## config.mk

```make
export PLATFORM = sky130hd
export DESIGN_NAME = sbm_top
export DESIGN_NICKNAME = d
export VERILOG_FILES = /design/src/hdl/sbm_pkg.sv /design/src/hdl/sbm_fetch_if.sv /design/src/hdl/sbm_match.sv /design/src/hdl/sbm_top.sv
export VERILOG_INCLUDE_DIRS = /design/src /design/src/hdl
export SDC_FILE = /design/constraint.sdc
export NUM_CORES = 1
export LEC_CHECK = 0
export ABC_AREA = 1
export BUFFER_PORTS_ARGS = -buffer_cell sky130_fd_sc_hd__buf_2
export CAP_MARGIN = 20
export CORE_MARGIN = 3
export CORE_UTILIZATION = 46
export CTS_CLUSTER_DIAMETER = 30
export DETAILED_ROUTE_END_ITERATION = 16
export PLACE_DENSITY = 0.91
export SETUP_SLACK_MARGIN = 0.15
export SYNTH_ARGS = -nofsm -noshare
export SYNTH_HDL_FRONTEND = slang
export SYNTH_SLANG_ARGS = --single-unit
```

## constraint.sdc

```tcl
create_clock -name sys_clk -period 1.9 [get_ports sys_clk]
set_input_delay 0.38 -clock sys_clk [delete_from_list [all_inputs] [get_ports sys_clk]]
set_output_delay 0.38 -clock sys_clk [all_outputs]
set_load 0.02 [all_outputs]
```

## src/hdl/sbm_consts.svh

```systemverilog
`ifndef SBM_CONSTS_SVH
`define SBM_CONSTS_SVH
`define SBM_ADDR_W      16
`define SBM_ROM_TOP     16'h07FF
`define SBM_ADDR_RST    16'h0000
`define SBM_BYTE_RST    8'h00
`define SBM_DP_ALL      6'h3F
`define SBM_DP_ADDR     6'h3C
`define SBM_DP_DATA     6'h03
`define SBM_DIGIT_F     7'h71
`define SBM_DIGIT_OFF   7'h00
`endif

```

## src/hdl/sbm_pkg.sv

```systemverilog
package sbm_pkg;
  typedef logic [15:0] sbm_addr_t;
  typedef logic [7:0]  sbm_byte_t;
  typedef enum logic [1:0] {SBM_RUN, SBM_FINISH, SBM_HALTED} sbm_state_e;
  typedef enum logic [1:0] {SBM_VIEW_ADDR, SBM_VIEW_DATA, SBM_VIEW_CLEARED} sbm_view_e;
endpackage : sbm_pkg

```

## src/hdl/sbm_fetch_if.sv

```systemverilog
`timescale 1ns/10ps
`default_nettype none
interface sbm_fetch_if;
  logic [15:0] addr;
  logic [7:0]  data;
  logic        valid;
  logic        first;
  logic        hit;
  modport src (output addr, output data, output valid, output first, input hit);
  modport cmp (input addr, input data, input valid, input first, output hit);
endinterface : sbm_fetch_if
`default_nettype wire

```

## src/hdl/sbm_match.sv

```systemverilog
`timescale 1ns/10ps
`default_nettype none
`include "sbm_consts.svh"
module sbm_match
(
  sbm_fetch_if.cmp        fetch,
  input  wire logic       armed,
  input  wire logic [15:0] stop_addr
);
  import sbm_pkg::*;
  // Operand fetches carry first low, so they never match
  assign fetch.hit = armed && fetch.valid && fetch.first && (fetch.addr == stop_addr);
endmodule : sbm_match
`default_nettype wire

```

## src/hdl/sbm_top.sv

```systemverilog
`timescale 1ns/10ps
`default_nettype none
`include "sbm_consts.svh"
module sbm_top
(
  input  wire logic                sys_clk,
  input  wire logic                reset_n,
  input  wire sbm_pkg::sbm_addr_t  fetch_addr,
  input  wire sbm_pkg::sbm_byte_t  fetch_data,
  input  wire logic                fetch_valid,
  input  wire logic                fetch_first,
  input  wire logic                arm_stop_key,
  input  wire logic                disarm_stop_key,
  input  wire logic                step_key,
  input  wire logic                run_key,
  input  wire logic                data_view,
  input  wire sbm_pkg::sbm_addr_t  view_addr,
  input  wire sbm_pkg::sbm_byte_t  view_data,
  output logic                     cpu_hold,
  output logic                     step_once,
  output logic                     reg_edit_en,
  output logic                     armed,
  output sbm_pkg::sbm_addr_t       stop_addr,
  output sbm_pkg::sbm_addr_t       shown_addr,
  output sbm_pkg::sbm_byte_t       shown_opcode,
  output logic [5:0]               dp_on,
  output logic                     show_cleared,
  output logic [6:0]               digit_seg
);
  import sbm_pkg::*;

  sbm_fetch_if fetch ();
  sbm_state_e  state;
  sbm_state_e  next_state;
  logic        arm_ok;
  logic        view_is_stop;
  logic        do_disarm;
  logic        resume;

  assign fetch.addr  = fetch_addr;
  assign fetch.data  = fetch_data;
  assign fetch.valid = fetch_valid;
  assign fetch.first = fetch_first;

  sbm_match u_match
  (
    .fetch     (fetch),
    .armed     (armed),
    .stop_addr (stop_addr)
  );

  assign arm_ok       = arm_stop_key && (view_addr > `SBM_ROM_TOP);
  assign view_is_stop = armed && (view_addr == stop_addr);
  assign do_disarm    = disarm_stop_key && view_is_stop && !arm_ok;
  assign resume       = (state == SBM_HALTED) && (step_key || run_key);

  // Single register replaces older address; arm wins over a same-cycle disarm
  always_ff @(posedge sys_clk or negedge reset_n)
  begin
    if (!reset_n)
    begin
      armed     <= 1'b0;
      stop_addr <= `SBM_ADDR_RST;
    end
    else if (arm_ok)
    begin
      armed     <= 1'b1;
      stop_addr <= view_addr;
    end
    else if (do_disarm)
    begin
      armed <= 1'b0;
    end
  end

  // Hit waits for the next opcode fetch, so the stopped instruction has finished
  always_comb
  begin
    next_state = state;
    case (state)
      SBM_RUN:    if (fetch.hit) next_state = SBM_FINISH;
      SBM_FINISH: if (fetch_valid && fetch_first) next_state = SBM_HALTED;
      SBM_HALTED: if (resume) next_state = SBM_RUN;
      default:    next_state = SBM_RUN;
    endcase
  end

  always_ff @(posedge sys_clk or negedge reset_n)
  begin
    if (!reset_n)
    begin
      state <= SBM_RUN;
    end
    else
    begin
      state <= next_state;
    end
  end

  // Capture the next instruction's address and opcode at suspension
  always_ff @(posedge sys_clk or negedge reset_n)
  begin
    if (!reset_n)
    begin
      shown_addr   <= `SBM_ADDR_RST;
      shown_opcode <= `SBM_BYTE_RST;
    end
    else if (state == SBM_FINISH && fetch.valid && fetch.first)
    begin
      shown_addr   <= fetch.addr;
      shown_opcode <= fetch.data;
    end
  end

  // Cleared pattern holds until another key is pressed
  always_ff @(posedge sys_clk or negedge reset_n)
  begin
    if (!reset_n)
    begin
      show_cleared <= 1'b0;
    end
    else if (do_disarm)
    begin
      show_cleared <= 1'b1;
    end
    else if (arm_stop_key || step_key || run_key || disarm_stop_key)
    begin
      show_cleared <= 1'b0;
    end
  end

  // Hold is raised on the fetch that proves the instruction done
  assign cpu_hold    = (state == SBM_HALTED) ||
                       (state == SBM_FINISH && fetch_valid && fetch_first);
  assign step_once   = (state == SBM_HALTED) && step_key;
  assign reg_edit_en = (state == SBM_HALTED);

  always_comb
  begin
    if (show_cleared)
      dp_on = `SBM_DP_ALL;
    else if (view_is_stop)
      dp_on = `SBM_DP_ALL;
    else if (data_view)
      dp_on = `SBM_DP_DATA;
    else
      dp_on = `SBM_DP_ADDR;
  end

  assign digit_seg = show_cleared ? `SBM_DIGIT_F : `SBM_DIGIT_OFF;
endmodule : sbm_top
`default_nettype wire

```

==> summary.txt, run 1 <==
Routing
  – Residual DRC: 0
  – First DRT Iteration DRCs: 76
  – First-pass DRT Iterations: 4
  – Vias: 2061
  – Detail Route Antenna Nets: 0
  – Avg WL per Cell: 13.3 um
  – Vias per cell: 4.66
  – Final WL: 5880 um

CTS
  – Root Buffer: clkbuf_8
  – CTS tree: built
  – Worst-path clk slew: 0.09 ns
  – TritonCTS buffer count: 5
  – H-tree depth: 2
  – CTS max path bufs: 2
  – Worst skew pair latency: 0.30 ns
  – Clock sink count: 44

Setup path
  – Startpoint Class: flop
  – Worst Path Required: 1.52 ns
  – CP Capture Type: output port
  – Crit path kind: reg -> out
  – CP Max Fanout: 5
  – Worst path arrival time: 1.58 ns

Outcome
  – Failing checks: setup timing
  – Outcome: finished with violations

Timing
  – Final min period: 1.96 ns
  – RSZ-0062 raised after global routing: true
  – FMAX: 509 MHz
  – Skew final: 0.00910 ns
  – Slew @ Worst Pin: 0.510 ns
  – Fin worst setup slack: -0.0647 ns
  – Max Slew Vio Count: 0
  – Fin crit share: 103%
  – Rel. slew slack: 66.0%
  – Setup-failing EPs final: 6
  – Hold Fails Final Rpt: 0

GRT
  – Initial antenna violation count: 0
  – Grt ovf: 0
  – Vias in the first global route: 2064
  – Largest net degree at the start of global routing: 30
  – Global Route Usage Sum: 20.2%
  – First-pass GRT wire length: 9490 um

Logic synthesis
  – Post-synth top flop: dfrtp_1
  – Yosys top cell area share: 47.8%
  – Post-synth EDFFs: 0
  – Avg Cell Area, Syn: 8.66 um^2
  – Cell variety after synth: 25
  – Synth area leader: dfrtp_1
  – Register area share after synthesis: 47.8%
  – Synth Register Bits: 44
  – Top cells by count, synth: nand2_1 (69), dfrtp_1 (44), inv_1 (36), mux2_2 (19), nor2_1 (19)
  – YS warnings: 0
  – Share of flip-flops with an asynchronous set or reset: 100%
  – Top cells by area, synth: dfrtp_1 (48%), nand2_1 (11%), mux2_2 (9.3%)
  – Post-Syn Area: 0.00230 mm^2
  – Most common cell in the netlist: nand2_1
  – Cells after Synth: 266

Pwr
  – Power per cell area: 658 mW/mm^2
  – Static leakage: 1.80 nW
  – Largest vdd supply drop: 0.385 mV

Layout
  – Ant diodes: 0
  – Final #Nets: 431
  – Layout area overhead: 33.8%
  – Fillers: 430
  – Final core utilization: 64.4%
  – Multi-input logic area: 983 um^2
  – Register area: 0.00111 mm^2
  – Layout cells sized above 1: 44.5%

Placed design
  – Setup WS pre-CTS: 0.0329 ns
  – Gpl congestion: 0.763
  – I/O Buffers: 103
  – Detail Placement HPWL: 4600 um

Floorplan
  – Die H: 76.8 um
  – Die area: 0.00590 mm^2
  – Core Area: 0.00479 mm^2
  – Row cnt: 25
  – Initial Utilization: 48.2%
  – Boundary Pins: 115
  – Chip width: 76.8 um

Worst hold path
  – Worst min path class: in -> async

Run
  – Max-Cap Viols: 0
## cell type report
type	count	area share [%]
clock buffers	7	2.80
clock inverters	1	0.244
inverters	36	4.38
multi-input cells	171	31.9
flip-flops and latches	44	36.2
well taps	67	2.72
repair buffers	116	21.8
## layout by cell type, fill, tap and decap left out, types with 2 or more instances in the layout
cell,count
a21oi_1,6
buf_12,2
buf_2,97
buf_4,12
buf_6,5
clkbuf_8,6
conb_1,3
dfrtp_1,33
dfrtp_2,11
inv_1,34
inv_2,2
mux2_2,19
nand2_1,68
nand2_2,3
nand3_1,6
nand3_4,2
nand4_1,2
nor2_1,16
nor2_2,4
nor3_1,2
o21ai_0,16
o22ai_1,3
xnor2_1,9
xor2_1,6
## routing by layer
metal	part of all wire, %	vias to the layer above	global-route usage, %
li1	-	1036	-
met3	6.8	12	4.23
met5	0	-	0
met4	1.9	0	7.25
met2	48	90	35.2
met1	43	923	24.7
## flip-flops by register name, indices dropped and copies added, names as in the netlist
name,flops
stop_addr,16
shown_opcode,8
state,2
shown_addr,16
show_cleared,1
armed,1
## logic make-up (layout without fill, tap and decap cells)
kind of cell	Yosys count	after routing	synth area share, %
compound gates	27	27	6.13
mux	19	19	9.28
xor+xnor	15	15	5.70
simple gates	107	107	19.3
other cells	1	3	0.163
flops	44	44	47.8
buf+inv	53	160	11.6
## per-stage QoR
stage	total power, mW	instances	area [um^2]	hold slack, ns	TNS (ns)
global route	2.12	442	3080	0.0884	-0.933
floorplan	1.25	268	2320	0.0844	0
detailed placement	1.40	427	2860	0.378	0
finish	2.03	442	3080	0.0453	-0.251
global placement	1.39	427	2860	0.374	0
CTS	2.02	435	3010	0.0581	-0.382
## path summary, 6_finish.rpt
kind | slack [ns] | cells past startpoint | start | to
max in group asynchronous | 1.26 | 2 | reset_n | stop_addr[7]$_DFFE_PN0P_
setup reg to reg | 0.61 | 4 | state[1]$_DFFE_PN0P_ | shown_addr[4]$_DFFE_PN0P_
hold reg to reg | 0.50 | 2 | shown_addr[0]$_DFFE_PN0P_ | shown_addr[0]$_DFFE_PN0P_
min in group sys_clk | 0.32 | 2 | fetch_data[6] | shown_opcode[6]$_DFFE_PN0P_
hold / removal | 0.05 | 1 | reset_n | shown_opcode[0]$_DFFE_PN0P_
setup / recovery | -0.06 | 9 | stop_addr[5]$_DFFE_PN0P_ | dp_on[1]
## critical path, cell delays in order, from the launching register on
cell      delay (ns)
dfrtp_2         0.42
inv_1           0.07
nand2_1         0.06
nand2_1         0.05
nor2_1          0.08
nand2_1         0.07
nor2_2          0.13
nand3_4         0.12
nand3b_1        0.14
buf_4           0.16
## power breakdown
part           switching (mW)  internal (mW)  total, mW
logic                   0.236          0.171      0.407
registers              0.0445          0.973       1.02
clock network           0.309          0.295      0.605
## timing repair
action                                  CTS  global route
hold endpoints to repair                  0             0
pin swaps                                 2             4
resized for setup                        15             9
hold buffers                              0             0
endpoints found under the setup margin    6             7
buffers inserted                          0             7
Note: power is estimated with default switching activity, not from simulation.
==> run 2: changes to the inputs <==
==> constraint.sdc (replaced) <==
create_clock -name sys_clk -period 1.9 [get_ports sys_clk]
set_input_delay 0.19 -clock sys_clk [delete_from_list [all_inputs] [get_ports sys_clk]]
set_output_delay 0.19 -clock sys_clk [all_outputs]
set_load 0.02 [all_outputs]
==> summary.txt, run 2 (synthesis results as in run 1) <==
CTS
  – TritonCTS buffer count: 5 (unchanged)
  – Worst skew pair latency: 0.30 ns (about the same)
  – CTS tree: built (unchanged)
  – Clock sink count: 44 (unchanged)
  – Root Buffer: clkbuf_8 (unchanged)
  – CTS max path bufs: 2 (unchanged)
  – H-tree depth: 2 (unchanged)
  – Worst-path clk slew: 0.08 ns (was 0.09 ns)

Layout
  – Commonest non-fill, non-tap cell in the layout: buf_2 (unchanged)
  – Ant diodes: 0 (unchanged)
  – Layout area overhead: 30.7% (was 33.8%)
  – Layout cells sized above 1: 41.6% (was 44.5%)
  – Final #Nets: 426 (was 431)
  – Commonest non-fill, non-tap cells in the layout: buf_2 (97), nand2_1 (68), dfrtp_1 (42) (was buf_2 (97), nand2_1 (68), inv_1 (34))
  – Final core utilization: 62.9% (was 64.4%)
  – Final std cells w/o fill: 437 (was 442)
  – Largest registers: shown_addr (16), stop_addr (16), shown_opcode (8) (unchanged)

Setup path
  – Cells along the critical path: inv_2, nand2_1, nand2_1, nor2_2, nand2_1, nor2_2, nand3_4, nand3b_1, buf_4 (was inv_1, nand2_1, nand2_1, nor2_1, nand2_1, nor2_2, nand3_4, nand3b_1, buf_4)
  – Largest stage delay on the critical path: 0.41 ns (was 0.42 ns)
  – CP Max Fanout: 4 (was 5)
  – Critical R2R Launch: state[0]$_DFFE_PN0P_ (was state[1]$_DFFE_PN0P_)
  – Cell depth of the worst flop-to-flop path: 4 (unchanged)
  – Crit path kind: reg -> out (unchanged)
  – CP Capture Type: output port (unchanged)
  – Slowest stage cell, crit path: dfrtp_1 (was dfrtp_2)
  – Most common cell on crit path: nand2_1 (unchanged)
  – Worst path arrival time: 1.60 ns (was 1.58 ns)
  – Startpoint Class: flop (unchanged)
  – FF-to-FF setup slack: 0.55 ns (was 0.61 ns)
  – Crit Reg-Reg Endpoint: shown_opcode[6]$_DFFE_PN0P_ (was shown_addr[4]$_DFFE_PN0P_)
  – Worst Path Required: 1.71 ns (was 1.52 ns)

Routing
  – Final WL: 5720 um (was 5880 um)
  – First DRT Iteration DRCs: 74 (was 76)
  – Residual DRC: 0 (unchanged)
  – Detail Route Antenna Nets: 0 (unchanged)
  – First-pass DRT Iterations: 4 (unchanged)
  – Vias per cell: 4.65 (was 4.66)
  – Avg WL per Cell: 13.1 um (was 13.3 um)
  – Vias: 2034 (was 2061)

Timing
  – Final min period: 1.79 ns (was 1.96 ns)
  – Setup-failing EPs final: 0 (was 6)
  – Rel. slew slack: 50.3% (was 66.0%)
  – Fin crit share: 94.4% (was 103%)
  – Skew final: 0.00746 ns (was 0.00910 ns)
  – Post-route setup TNS: 0 ns (was -0.251 ns)
  – Hold Fails Final Rpt: 0 (unchanged)
  – Hold Slack: 0.120 ns (was 0.0453 ns)
  – RSZ-0062 raised after global routing: true (unchanged)
  – Max Slew Vio Count: 0 (unchanged)
  – Slew @ Worst Pin: 0.745 ns (was 0.510 ns)
  – FMAX: 558 MHz (was 509 MHz)

Floorplan
  – Die area: 0.00590 mm^2 (unchanged)
  – Boundary Pins: 115 (unchanged)
  – Chip width: 76.8 um (unchanged)
  – Row cnt: 25 (unchanged)
  – Die H: 76.8 um (unchanged)
  – Core Area: 0.00479 mm^2 (unchanged)
  – Initial Utilization: 48.2% (unchanged)

Pwr
  – Largest vdd supply drop: 0.448 mV (was 0.385 mV)
  – Static leakage: 1.78 nW (was 1.80 nW)
  – Power per cell area: 666 mW/mm^2 (was 658 mW/mm^2)

Run
  – Max-Cap Viols: 0 (unchanged)

Placed design
  – Gpl congestion: 0.762 (was 0.763)
  – I/O Buffers: 103 (unchanged)
  – Placed insts: 424 (was 427)
  – Detail Placement HPWL: 4400 um (was 4600 um)

Worst hold path
  – End of the worst hold path: shown_opcode[7]$_DFFE_PN0P_
  – Worst Hold Depth: 2
  – Worst min path class: in -> reg (was in -> async)
  – Hold path startpoint: fetch_data[7]

GRT
  – Vias in the first global route: 1991 (was 2064)
  – Initial antenna violation count: 0 (unchanged)
  – First-pass GRT wire length: 9310 um (was 9490 um)
  – Largest net degree at the start of global routing: 34 (was 30)
  – Global Route Usage Sum: 19.6% (was 20.2%)
  – Grt ovf: 0 (unchanged)

Outcome
  – Outcome: finished clean (was finished with violations)
## run 2: worst max-delay path by stage
stage | to | slack (ns) | from
after floorplan | dp_on[3] | 0.28 | stop_addr[5]$_DFFE_PN0P_
after global placement | dp_on[4] | 0.34 | stop_addr[12]$_DFFE_PN0P_
after detailed placement | dp_on[4] | 0.30 | stop_addr[10]$_DFFE_PN0P_
after CTS | dp_on[0] | 0.07 | stop_addr[12]$_DFFE_PN0P_
after global routing | dp_on[1] | -0.02 | stop_addr[12]$_DFFE_PN0P_
final | dp_on[0] | 0.11 | stop_addr[12]$_DFFE_PN0P_
## run 2: metrics by stage
stage | instance area, um^2 | worst slack (ns) | total power, mW
after detailed placement | 2800 | 0.298 | 1.40
after floorplan | 2310 | 0.284 | 1.24
after global routing | 3010 | -0.0185 | 2.12
final | 3010 | 0.107 | 2.01
after global placement | 2800 | 0.341 | 1.39
after CTS | 2960 | 0.0730 | 2.02
## run 2: report_power, final
part / switching, mW / leakage, nW / internal [mW] / total [mW]
combinational: 0.234 / 1.15 / 0.162 / 0.396
sequential: 0.0445 / 0.577 / 0.970 / 1.01
clock: 0.306 / 0.0510 / 0.290 / 0.596
total: 0.585 / 1.78 / 1.42 / 2.01
## run 2: what timing repair did
action | in CTS | in global routing
pin swaps | 1 | 4
gates cloned | 0 | 0
resized for setup | 13 | 12
setup buffers | 2 | 2
hold buffers | 1 | 0
endpoints found under the setup margin | 7 | 6
endpoints found under the hold margin | 31 | 0
## run 2: area by class of cell
cell class	count	area [um^2]
clock inverter	2	10.0
inverter	36	135
clock buffer	6	82.6
fill	411	1770
multi-input combinational	171	988
tap	67	83.8
timing repair buffer	111	608
sequential	44	1100
## run 2: per-layer routing
metal	vias to the layer above	global-route usage, %	part of all wire [%]
li1	1026	-	-
met1	914	24.1	42
met2	88	34.1	49
met3	6	5.28	8.2
met4	0	4.89	1.2
met5	-	0	0
## run 2: worst max-delay path: cells and delay by family, from the launching register on
family                 cells  cell delay, ns
buffers and inverters      2            0.20
DFF                        1            0.41
and+or+nand+nor            7            0.69
